$ cat src/irq_seq_pkg.sv
// Shared types and constants of the vectored interrupt sequencer.
// Assumes one 250 MHz system clock and a core that acknowledges each request.
package irq_seq_pkg;

  localparam int unsigned VEC_COUNT     = 32;
  localparam int unsigned VEC_IDX_W     = 5;
  localparam int unsigned PRIO_W        = 3;
  localparam int unsigned PRIO_LEVELS   = 8;
  localparam int unsigned ISR_ADDR_W    = 16;
  localparam int unsigned DMA_GROUP_W   = 16;
  localparam int unsigned LEVEL_W       = 4;

  // Evaluation plus presentation, and the acknowledge-to-branch stage
  localparam int unsigned EVAL_CYCLES   = 3;
  localparam int unsigned BRANCH_CYCLES = 7;
  localparam int unsigned BRANCH_CNT_W  = 4;

  // Level seen when nothing is in service
  localparam logic [LEVEL_W-1:0]   LEVEL_NONE       = 4'h8;
  localparam logic [VEC_COUNT-1:0] FIXED_RESERVED   = 32'h0400_0004;
  localparam logic [VEC_COUNT-1:0] VEC_MASK_RESET   = 32'h0000_0000;
  localparam logic [PRIO_LEVELS-1:0] LEVELS_RESET   = 8'h00;

  // Fixed-function source positions
  localparam int unsigned FIX_LOW_VOLTAGE_DETECT = 0;
  localparam int unsigned FIX_FLASH_ECC          = 1;
  localparam int unsigned FIX_SLEEP_MANAGER      = 3;
  localparam int unsigned FIX_PORT_IRQ_UNIT_LO   = 4;
  localparam int unsigned FIX_PORT_IRQ_UNIT_HI   = 12;
  localparam int unsigned FIX_FILTER_BLOCK       = 28;

  typedef enum logic [1:0] {
    SRC_FIXED,
    SRC_DMA,
    SRC_LOGIC,
    SRC_NONE
  } src_sel_t;

  typedef struct packed {
    logic                  enable;
    src_sel_t              src_sel;
    logic [PRIO_W-1:0]     prio;
    logic [ISR_ADDR_W-1:0] isr_address;
  } vec_cfg_t;

endpackage : irq_seq_pkg

$ cat src/irq_vector_slot.sv
// One interrupt vector: source select, synchroniser, arrival and posted flags.
// Assumes clear pulses from the sequencer are one cycle wide.
`timescale 1ns/1ps
module irq_vector_slot (
  input  wire logic                 i_clk,
  input  wire logic                 i_rst_n,
  input  wire irq_seq_pkg::vec_cfg_t i_cfg,
  input  wire logic                 i_fixed_src,
  input  wire logic                 i_dma_src,
  input  wire logic                 i_logic_src,
  input  wire logic                 i_sw_set,
  input  wire logic                 i_sw_clear,
  input  wire logic                 i_clr_arrival,
  input  wire logic                 i_clr_posted,
  output logic                      o_arrival,
  output logic                      o_posted
);
  import irq_seq_pkg::*;

  logic sel_src;
  logic sync_q1_r;
  logic sync_q2_r;
  logic sync_q3_r;
  logic req_edge;
  logic sw_clear_d_r;

  always_comb begin
    case (i_cfg.src_sel) // RQ16
      SRC_FIXED: sel_src = i_fixed_src;
      SRC_DMA:   sel_src = i_dma_src;
      SRC_LOGIC: sel_src = i_logic_src;
      default:   sel_src = 1'b0;
    endcase
  end

  // Two-stage synchroniser, then edge detect on the second stage
  always_ff @(posedge i_clk or negedge i_rst_n) begin
    if (!i_rst_n) begin
      sync_q1_r <= 1'b0;
      sync_q2_r <= 1'b0;
      sync_q3_r <= 1'b0;
    end else begin
      sync_q1_r <= sel_src; // RQ1
      sync_q2_r <= sync_q1_r; // RQ1
      sync_q3_r <= sync_q2_r;
    end
  end

  assign req_edge = (sync_q2_r && !sync_q3_r) || i_sw_set;

  // Set wins over clear
  always_ff @(posedge i_clk or negedge i_rst_n) begin
    if (!i_rst_n) begin
      o_arrival <= 1'b0;
    end else if (req_edge) begin
      o_arrival <= 1'b1; // RQ2
    end else if (i_clr_arrival || i_sw_clear) begin
      o_arrival <= 1'b0; // RQ8
    end
  end

  // Software clear reaches posted a cycle late, once arrival no longer sets it
  always_ff @(posedge i_clk or negedge i_rst_n) begin
    if (!i_rst_n) begin
      sw_clear_d_r <= 1'b0;
    end else begin
      sw_clear_d_r <= i_sw_clear;
    end
  end

  always_ff @(posedge i_clk or negedge i_rst_n) begin
    if (!i_rst_n) begin
      o_posted <= 1'b0;
    end else if (o_arrival) begin
      o_posted <= 1'b1; // RQ3
    end else if (i_clr_posted || i_sw_clear || sw_clear_d_r) begin
      o_posted <= 1'b0; // RQ8
    end
  end
endmodule : irq_vector_slot

$ cat src/irq_sequencer.sv
// Vectored interrupt sequencer: 32 vectors, eight nesting levels, core handshake.
// Assumes the core acknowledges a held request and pulses return on completion.
//
// Overview of operation
// RQ1 - Synchronise every asynchronous source before use
// RQ2 - First edge after request sets arrival flag
// RQ3 - Posted flag sets cycle after arrival flag
// RQ4 - Request and vector presented three clocks after
// RQ5 - Drive selected vector's routine address to core
// RQ6 - Core acknowledges a presented request
// RQ7 - Core reads posted address as branch target
// RQ8 - After acknowledge clear arrival, then posted flag
// RQ9 - Acknowledge stage lasts seven cycles until branch
// RQ10 - On completion flag done, restore previous level
// RQ11 - Fixed sources mapped; vectors 2, 26 reserved
// RQ12 - DMA low group below 16, high above
// RQ13 - Capture to branch totals twelve cycles
// RQ14 - Equal priority: lower vector number wins
// RQ15 - Eight writable priority levels, nested service
// RQ16 - Each vector picks fixed, DMA or logic
// RQ17 - Core pops saved counter on return; the core model saves no counter, counts only its acknowledge delay, and only registers the return pulse
`timescale 1ns/1ps
module irq_sequencer #(
  parameter int unsigned BRANCH_LEN = irq_seq_pkg::BRANCH_CYCLES
) (
  input  wire logic                                         i_clk,
  input  wire logic                                         i_rst_n,
  input  wire irq_seq_pkg::vec_cfg_t [irq_seq_pkg::VEC_COUNT-1:0] i_vec_cfg,
  input  wire logic [irq_seq_pkg::VEC_COUNT-1:0]            i_fixed_src,
  input  wire logic [irq_seq_pkg::DMA_GROUP_W-1:0]          i_dma_term_group_lo,
  input  wire logic [irq_seq_pkg::DMA_GROUP_W-1:0]          i_dma_term_group_hi,
  input  wire logic [irq_seq_pkg::VEC_COUNT-1:0]            i_logic_array_irq,
  input  wire logic [irq_seq_pkg::VEC_COUNT-1:0]            i_sw_set,
  input  wire logic [irq_seq_pkg::VEC_COUNT-1:0]            i_sw_clear,
  input  wire logic                                         i_core_acknowledge,
  input  wire logic                                         i_return_from_interrupt,
  output logic                                              o_irq_request,
  output logic [irq_seq_pkg::VEC_IDX_W-1:0]                 o_irq_vector,
  output logic [irq_seq_pkg::ISR_ADDR_W-1:0]                o_isr_address,
  output logic                                              o_service_complete,
  output logic [irq_seq_pkg::PRIO_LEVELS-1:0]               o_active_levels,
  output logic [irq_seq_pkg::VEC_COUNT-1:0]                 o_arrival_flag,
  output logic [irq_seq_pkg::VEC_COUNT-1:0]                 o_posted_flag
);
  import irq_seq_pkg::*;

  if (BRANCH_LEN < 1 || BRANCH_LEN > 15) begin : g_bad_branch_len
    $error("BRANCH_LEN must be 1..15");
  end

  typedef enum logic [2:0] {
    S_IDLE,
    S_EVAL,
    S_PRESENT,
    S_CLR_POSTED_FLAG,
    S_BRANCH
  } seq_state_t;

  seq_state_t                state_r;
  logic [VEC_IDX_W-1:0]      win_idx_r;
  logic [PRIO_W-1:0]         win_prio_r;
  logic [BRANCH_CNT_W-1:0]   branch_cnt_r;
  logic [VEC_COUNT-1:0]      clr_arrival_r;
  logic [VEC_COUNT-1:0]      clr_posted_r;
  logic [VEC_COUNT-1:0]      fixed_masked;
  logic [VEC_COUNT-1:0]      dma_vec;
  logic                      best_found;
  logic [VEC_IDX_W-1:0]      best_idx;
  logic [PRIO_W-1:0]         best_prio;
  logic [LEVEL_W-1:0]        cur_level;
  logic                      take;
  logic [ISR_ADDR_W-1:0]     sel_addr;
  logic [PRIO_LEVELS-1:0]    lowest_active;

  assign fixed_masked = i_fixed_src & ~FIXED_RESERVED; // RQ11
  assign dma_vec      = {i_dma_term_group_hi, i_dma_term_group_lo}; // RQ12

  genvar gv;
  generate
    for (gv = 0; gv < VEC_COUNT; gv++) begin : g_slot
      irq_vector_slot u_slot (
        .i_clk         (i_clk),
        .i_rst_n       (i_rst_n),
        .i_cfg         (i_vec_cfg[gv]),
        .i_fixed_src   (fixed_masked[gv]),
        .i_dma_src     (dma_vec[gv]),
        .i_logic_src   (i_logic_array_irq[gv]),
        .i_sw_set      (i_sw_set[gv]),
        .i_sw_clear    (i_sw_clear[gv]),
        .i_clr_arrival (clr_arrival_r[gv]),
        .i_clr_posted  (clr_posted_r[gv]),
        .o_arrival     (o_arrival_flag[gv]),
        .o_posted      (o_posted_flag[gv])
      );
    end
  endgenerate

  // Lowest priority number wins; strict compare keeps the lower index on ties
  always_comb begin
    best_found = 1'b0;
    best_idx   = '0;
    best_prio  = '0;
    for (int i = 0; i < VEC_COUNT; i++) begin
      if (o_posted_flag[i] && i_vec_cfg[i].enable &&
          (!best_found || i_vec_cfg[i].prio < best_prio)) begin // RQ14
        best_found = 1'b1;
        best_idx   = VEC_IDX_W'(i);
        best_prio  = i_vec_cfg[i].prio;
      end
    end
  end

  // Current in-service level is the most urgent active one
  always_comb begin
    cur_level = LEVEL_NONE;
    for (int l = PRIO_LEVELS - 1; l >= 0; l--) begin
      if (o_active_levels[l]) begin
        cur_level = LEVEL_W'(l);
      end
    end
  end

  assign lowest_active = o_active_levels & (~o_active_levels + 8'h01);
  assign take          = (state_r == S_IDLE) && best_found &&
                         ({1'b0, best_prio} < cur_level); // RQ15
  assign sel_addr      = i_vec_cfg[win_idx_r].isr_address;

  // Handshake sequencer
  always_ff @(posedge i_clk or negedge i_rst_n) begin
    if (!i_rst_n) begin
      state_r      <= S_IDLE;
      win_idx_r    <= '0;
      win_prio_r   <= '0;
      branch_cnt_r <= '0;
    end else begin
      case (state_r)
        S_IDLE: begin
          if (take) begin
            win_idx_r  <= best_idx;
            win_prio_r <= best_prio;
            state_r    <= S_EVAL; // RQ4
          end
        end
        S_EVAL: begin
          state_r <= S_PRESENT;
        end
        S_PRESENT: begin
          if (i_core_acknowledge) begin
            state_r <= S_CLR_POSTED_FLAG; // RQ6
          end else if (!o_posted_flag[win_idx_r]) begin
            state_r <= S_IDLE;
          end
        end
        S_CLR_POSTED_FLAG: begin
          branch_cnt_r <= BRANCH_CNT_W'(BRANCH_LEN - 1);
          state_r      <= S_BRANCH;
        end
        S_BRANCH: begin
          if (branch_cnt_r == '0) begin
            state_r <= S_IDLE; // RQ9 RQ13
          end else begin
            branch_cnt_r <= branch_cnt_r - 4'h1;
          end
        end
        default: state_r <= S_IDLE;
      endcase
    end
  end

  // Request, vector and routine address toward the core
  always_ff @(posedge i_clk or negedge i_rst_n) begin
    if (!i_rst_n) begin
      o_irq_request <= 1'b0;
      o_irq_vector  <= '0;
      o_isr_address <= '0;
    end else if (state_r == S_EVAL) begin
      o_irq_request <= 1'b1; // RQ4
      o_irq_vector  <= win_idx_r;
      o_isr_address <= sel_addr; // RQ5
    end else if (state_r == S_PRESENT &&
                 (i_core_acknowledge || !o_posted_flag[win_idx_r])) begin
      o_irq_request <= 1'b0;
    end
  end

  // Arrival clears the cycle after acknowledge, posted one cycle later
  always_ff @(posedge i_clk or negedge i_rst_n) begin
    if (!i_rst_n) begin
      clr_arrival_r <= VEC_MASK_RESET;
      clr_posted_r  <= VEC_MASK_RESET;
    end else begin
      clr_arrival_r <= (state_r == S_PRESENT && i_core_acknowledge) ?
                       (32'h0000_0001 << win_idx_r) : VEC_MASK_RESET; // RQ8
      clr_posted_r  <= clr_arrival_r; // RQ8
    end
  end

  // Active levels: set on entry, most urgent one cleared on return
  always_ff @(posedge i_clk or negedge i_rst_n) begin
    if (!i_rst_n) begin
      o_active_levels    <= LEVELS_RESET;
      o_service_complete <= 1'b0;
    end else begin
      o_service_complete <= i_return_from_interrupt && (|o_active_levels); // RQ10
      o_active_levels    <= (o_active_levels &
                            ~(i_return_from_interrupt ? lowest_active : LEVELS_RESET)) |
                            ((state_r == S_CLR_POSTED_FLAG) ? (8'h01 << win_prio_r) : LEVELS_RESET); // RQ10 RQ15
    end
  end
endmodule : irq_sequencer

$ cat config.mk
export PLATFORM = sky130hd
export DESIGN_NAME = irq_sequencer
export DESIGN_NICKNAME = d
export VERILOG_FILES = /design/src/irq_seq_pkg.sv /design/src/irq_vector_slot.sv /design/src/irq_sequencer.sv
export SDC_FILE = /design/constraint.sdc
export NUM_CORES = 1
export LEC_CHECK = 0
export ABC_AREA = 1
export BUFFER_PORTS_ARGS = -buffer_cell sky130_fd_sc_hd__buf_2
export CAP_MARGIN = 20
export CORE_AREA = 2 2 374 376
export CTS_BUF_LIST = sky130_fd_sc_hd__clkbuf_8
export CTS_CLUSTER_SIZE = 40
export DETAILED_ROUTE_END_ITERATION = 12
export DIE_AREA = 0 0 376 378
export GPL_ROUTABILITY_DRIVEN = 0
export GPL_TIMING_DRIVEN = 0
export PLACE_DENSITY = 0.4
export SLEW_MARGIN = 20
export SYNTH_ARGS = -nofsm -noshare
export SYNTH_HDL_FRONTEND = slang
export SYNTH_HIERARCHICAL = 1
export SYNTH_SLANG_ARGS = --single-unit
$ cat constraint.sdc
create_clock -name i_clk -period 38 [get_ports i_clk]
set_input_delay 1.9 -clock i_clk [delete_from_list [all_inputs] [get_ports i_clk]]
set_output_delay 1.9 -clock i_clk [all_outputs]
set_load 0.005 [all_outputs]
Word-level counts from Yosys, hierarchy flattened:

Cells that the tools add are included.

* add/subtract/negate cells: 2
* magnitude comparators: 33
* eq/ne operators: 72
* shift-type cells: 2
* mux-type cells: 279
* bitwise operators: 5
* reduce and logical (&&, ||, !) cells: 426

Operators by type and width (number)
* $mux 1: 164
* $logic_or 1x1->1: 160
* $mux 5: 29
* $reduce_bool 2->1: 66
* $bmux 22 s5: 1
* $mux 3: 36
* $logic_and 1x1->1: 100
* $lt 3x3->1: 31
* $pmux 1 s3: 30
* $eq 2x1->1 const B: 32
* $eq 2x2->1 const B: 32
* $logic_not 1->1: 64
* $logic_not 2->1: 30
* $mux 4: 9
* $mux 32: 1
* $shl 1x5->32 const A: 1
* $and 8x8->8: 2
* $mux 16: 1
* $mux 8: 2
* $not 8->8: 2
* $pmux 3 s5: 1
* $add 8x1->8 const B: 1
* $or 8x8->8: 1
* $pmux 4 s2: 1
* 17 further kinds: 22

* register bits: 302
* bits of input ports: 868

Longest topological paths before layout:

* depth after elaboration: 130
* gate-level depth with buffers: 290
* mapped depth without buffers: 290

By module:

The synthesis kept the hierarchy.

By module, submodules not included
* irq_sequencer: instances 1, cells each 1969, area each 12076.6 sq um
* irq_vector_slot: instances 32, cells each 22, area each 217.7 sq um

Least setup slack after synthesis:

No wires, ideal clock.

* kind: in2reg
* start point: input port i_vec_cfg[21] (netlist bit)
* end point: register win_idx_r[3]
* library setup time: 133 ps
* data arrival time: 28309 ps
* path slack: 9558 ps
* cell stages on the path: 257
* buffers on the path: 1
* path through: nand2_1 > inv_2 > nand2_1 > ha_1 > nand2_1 > clkinv_1 > nand2_1 > nand2_1 > nand2_1 > nand2_1 > o21ai_0 > ha_1 > nand2_1 > inv_2 > nand2_1 > nand2_1 > nand2_2 > nand2_2 > [221 not listed] > o21ai_1 > ha_1 > nand2_1 > inv_1 > nand2_1 > nand2_1 > nand2_2 > nand2_4 > nor2_1 > a21oi_1 > ha_1 > nand2_1 > nand2_1 > nand2_2 > nand3_4 > buf_6 > nor2_2 > a21oi_2

* cells in the longest elaborated chain, start to end: 129
* elaborated cells on any way between the ends: 221

Ends and longest elaborated chain
* start, declared: RTL line irq_sequencer.sv:28 `input wire irq_seq_pkg::vec_cfg_t [irq_seq_pkg::VEC_COUNT-1:0] i_vec_cfg,`
* $logic_and 1x1->1 (*): RTL line irq_sequencer.sv:104 `if (o_posted_flag[i] && i_vec_cfg[i].enable &&`
* $mux 3 or $mux 1 (tied branches): RTL line irq_sequencer.sv:104
* $lt 3x3->1 or $logic_not 1->1 (tied branches): RTL line irq_sequencer.sv:105 `(!best_found || i_vec_cfg[i].prio < best_prio)) begin`
* $logic_or 1x1->1: RTL line irq_sequencer.sv:105
* $logic_and 1x1->1: RTL line irq_sequencer.sv:104
* $mux 3 or $mux 1 (tied branches): RTL line irq_sequencer.sv:104
* $lt 3x3->1 or $logic_not 1->1 (tied branches): RTL line irq_sequencer.sv:105
* $logic_or 1x1->1: RTL line irq_sequencer.sv:105
* [114 not listed]
* $lt 3x3->1 or $logic_not 1->1 (tied branches): RTL line irq_sequencer.sv:105
* $logic_or 1x1->1: RTL line irq_sequencer.sv:105
* $logic_and 1x1->1: RTL line irq_sequencer.sv:104
* $mux 3 (*): RTL line irq_sequencer.sv:104
* via best_prio[1]: RTL line irq_sequencer.sv:69 `logic [PRIO_W-1:0] best_prio;`
* $lt 3x4->1 (*): RTL line irq_sequencer.sv:125 `({1'b0, best_prio} < cur_level);`
* $logic_and 1x1->1 (*): RTL line irq_sequencer.sv:124 `assign take = (state_r == S_IDLE) && best_found &&`
* $reduce_and 2->1 (no source line) (*)
* end signal, assigned: RTL line irq_sequencer.sv:139 `win_idx_r <= best_idx;`
* end, declared: RTL line irq_sequencer.sv:60 `logic [VEC_IDX_W-1:0] win_idx_r;`

The timed path passes the listed nets; every way through them passes the cells marked *.
A chain may end at the register's enable or synchronous reset.

Worst setup path in the final report:

Ends and elaborated chain as after synthesis.

==> summary.txt <==
Setup path
  – Worst Path Required: 38.56 ns
  – Crit path to: win_idx_r[3]
  – CP startpoint: i_vec_cfg[21]
  – CP most frequent cell: nand2_1
  – FF-to-FF Start: g_slot[0].u_slot/o_posted
  – CP Class: in -> reg
  – Critical path buffers and inverters: 31
  – Crit path max-delay family: simple AND/OR/NAND/NOR gates
  – CP Max Fanout: 10
  – Crit. path cell count: 254
  – CP max-delay cell: o21ai_0
  – Worst R2R Setup Slack: 6.41 ns
  – Arrival @ worst endpoint: 32.89 ns
  – Crit-path max cell delay: 0.34 ns
  – Reg-to-Reg End: win_idx_r[3]
  – CP startpoint kind: input port
  – Worst Setup End Kind: flop
  – Reg2reg path depth: 253

CTS
  – Setup bufs post-CTS: 0
  – H-tree levels: 3
  – CTS clk-pin slew, worst paths: 0.05 ns
  – Clock Latency Late Sink: 0.76 ns
  – Post-cts repair resize count: 0
  – TritonCTS buffer count: 68
  – CTS sink count: 302
  – Root buffer cell: clkbuf_8
  – CTS Hold Bufs: 0
  – CTS tree: done
  – Clock Path Buffers: 3

Finish
  – Area of the multi-input gates: 9650 sq um
  – Layout cells sized above 1: 0.313
  – Final Net Count: 4620
  – Area Overhead vs Synth: 46.5%
  – Storage cell area: 7560 sq um
  – Finished layout cell area: 27900 sq um
  – Fillcell total: 16097

STA
  – Unrepaired setup endpoints after global routing: no
  – Clk_skew: 0.0622 ns
  – # setup viols final: 0
  – Period minus WS final: 32.33 ns
  – Setup tns final: 0 ns
  – Final hold viol count: 0
  – Final Cycle Share: 0.851
  – Worst-Margin Slew: 1.41 ns
  – Fmax achieved: 0.0309 GHz
  – Worst slew margin: 0.0497
  – Max Slew Vio Count: 0

Power
  – PwrDens: 71.3 nW/um^2
  – Maximum VDD drop: 0.0000258 V
  – Leak Pwr: 14.6 nW

Die
  – # rows: 137
  – Initial core utilization: 0.137
  – Die height: 378 um
  – Die ar.: 142000 sq um
  – Core Region: 139000 sq um
  – Top Ports: 963
  – Die Wd: 376 um

Route
  – ANT nets after route: 0
  – Via density: 4.26
  – Starting DRC count in detailed routing: 2453
  – DRC violations left: 0
  – Routed length per placed instance: 25.8 um
  – Vias: 24028
  – Total Routed Length: 146 mm
  – DRT Pass-1 Iters: 6

Run
  – Max-cap violations: 0

Global route
  – Antenna violations before repair: 114
  – Gr usage total: 0.196
  – Largest net degree at the start of global routing: 84
  – First-pass GRT wire length: 188 mm
  – Vias in the first global route: 22660
  – Global route overflow: 0

Logic synthesis
  – Synth Instances: 2673
  – Unique masters post-synth: 37
  – Predominant post-synthesis flop cell: dfrtp_1
  – Yosys warnings: 6
  – Post-synth EDFFs: 0
  – Synthesized cell area: 19000 sq um
  – Sequential-to-total area share from yosys stat: 0.397
  – Number of synthesized register bits: 302
  – Syn avg cell area: 7.12 sq um
  – Ys async rst share: 1.00

Min path
  – Worst Hold Class: reg -> reg
  – Hold path depth: 0

Place
  – Placed inst area: 26300 sq um
  – PortBufs: 960
  – Post-DP HPWL: 127 mm

Outcome
  – Outcome: finished, final reports clean
-- logic make-up (layout without fill, tap and decap cells) --
kind of cell             after synthesis  in the layout  synth area share
AO/OA/AOI/OAI                        397            397             0.139
adder cells (fa/ha/maj)               40             40            0.0263
buffers and inverters                489           1575            0.0968
flip-flops                           302            302             0.397
other                                  1             72          0.000197
AND/OR/NAND/NOR                     1444           1444             0.341
-- placed cells by master, fill, tap and decap left out, types with 4 or more instances in the layout --
master / n
buf_2: 959
nand2_4: 42
clkinv_2: 4
buf_16: 4
o21ai_1: 5
inv_2: 8
clkbuf_1: 63
dfrtp_1: 302
buf_1: 17
nand2_2: 38
inv_1: 386
clkbuf_8: 78
a22o_1: 7
ha_1: 40
a21oi_2: 8
a31oi_1: 15
a41oi_1: 18
nor2_1: 190
o211ai_1: 11
a32o_1: 12
clkbuf_2: 13
a22oi_1: 157
a2111oi_0: 4
nand2_1: 705
nand3_1: 413
clkinv_1: 24
nor3_1: 4
bufinv_16: 6
a21oi_1: 52
diode_2: 70
o21ai_0: 102
nand4_1: 44
-- through the flow --
step / util / worst slack [ns] / power (mW) / hold slack (ns) / instances
after floorplan: - / 9.56 / 1.11 / 0.331 / 2674
after global placement: 0.189 / 4.69 / 1.58 / 0.331 / 5441
after detailed placement: 0.190 / 4.59 / 1.58 / 0.335 / 5449
after CTS: 0.200 / 5.28 / 2.01 / 0.346 / 5567
after global routing: 0.201 / 1.85 / 2.15 / 0.351 / 5623
final: 0.201 / 5.67 / 1.99 / 0.344 / 5637
-- worst reg2reg max path: cells and delay by family, from the launching register on --
| kind | cells | cell delay [ns] |
|---|---|---|
| buf+inv | 30 | 1.70 |
| fa+ha+maj | 32 | 9.27 |
| flops | 1 | 0.47 |
| compound gates | 36 | 8.58 |
| simple gates | 155 | 11.47 |
-- routing by layer --
layer	up-vias	track usage	wire (um)
li1	11015	-	-
met1	11385	0.249	62100
met2	1292	0.289	61700
met3	282	0.0961	17200
met4	54	0.0537	4080
met5	-	0.0343	474
-- sequential cells by signal (all words and copies together) (netlist names), 8 cells and up --
| signal | flops |
|---|---|
| o_active_levels | 8 |
| g_slot.u_slot/sw_clear_d_r | 32 |
| g_slot.u_slot/sync_q2_r | 32 |
| g_slot.u_slot/sync_q1_r | 32 |
| g_slot.u_slot/sync_q3_r | 32 |
| clr_posted_r | 32 |
| o_isr_address | 16 |
| g_slot.u_slot/o_posted | 32 |
| g_slot.u_slot/o_arrival | 32 |
| clr_arrival_r | 32 |
-- worst min path at each step --
stage	slack, ns	from	to
3_5_place_dp	0.33	g_slot[22].u_slot/sync_q1_r	g_slot[22].u_slot/sync_q2_r
2_1_floorplan	0.33	g_slot[0].u_slot/sync_q1_r	g_slot[0].u_slot/sync_q2_r
6_report	0.34	g_slot[28].u_slot/sync_q1_r	g_slot[28].u_slot/sync_q2_r
3_3_place_gp	0.33	g_slot[28].u_slot/sync_q1_r	g_slot[28].u_slot/sync_q2_r
5_1_grt	0.35	g_slot[6].u_slot/sync_q1_r	g_slot[6].u_slot/sync_q2_r
4_1_cts	0.35	g_slot[28].u_slot/sync_q1_r	g_slot[28].u_slot/sync_q2_r
-- final cells by class --
class	instances	share of cell area
Clock buffer	78	0.0385
Antenna cell	70	0.00628
Tap cell	1807	0.0810
Buffer	94	0.0135
Clock inverter	40	0.0133
Inverter	395	0.0531
Multi-Input combinational cell	1883	0.346
Sequential cell	302	0.271
Timing Repair Buffer	968	0.178
-- where the power goes --
group | total (mW) | switching [mW] | internal (mW)
clock | 0.403 | 0.173 | 0.230
combinational | 1.19 | 0.827 | 0.367
sequential | 0.392 | 0.0311 | 0.361
-- synthesized netlist by cell type (2+ instances only) --
cell / count / area (sq um)
a2111oi_0: 4 / 35.0
a21oi_1: 52 / 260
a21oi_2: 8 / 70.1
a22o_1: 7 / 61.3
a22oi_1: 157 / 1180
a311oi_1: 2 / 17.5
a31oi_1: 15 / 93.8
a32o_1: 12 / 120
a41oi_1: 18 / 158
buf_1: 17 / 63.8
clkbuf_1: 76 / 285
clkinv_1: 24 / 90.1
dfrtp_1: 302 / 7560
ha_1: 40 / 500
inv_1: 363 / 1360
inv_2: 8 / 30.0
nand2_1: 705 / 2650
nand2_2: 38 / 238
nand2_4: 42 / 473
nand3_1: 413 / 2070
nand4_1: 44 / 275
nor2_1: 190 / 713
nor2_2: 2 / 12.5
nor3_1: 4 / 20.0
o211ai_1: 11 / 82.6
o21ai_0: 104 / 521
o21ai_1: 3 / 15.0
o22ai_1: 3 / 18.8
Note: power is estimated with default switching activity, not from simulation.
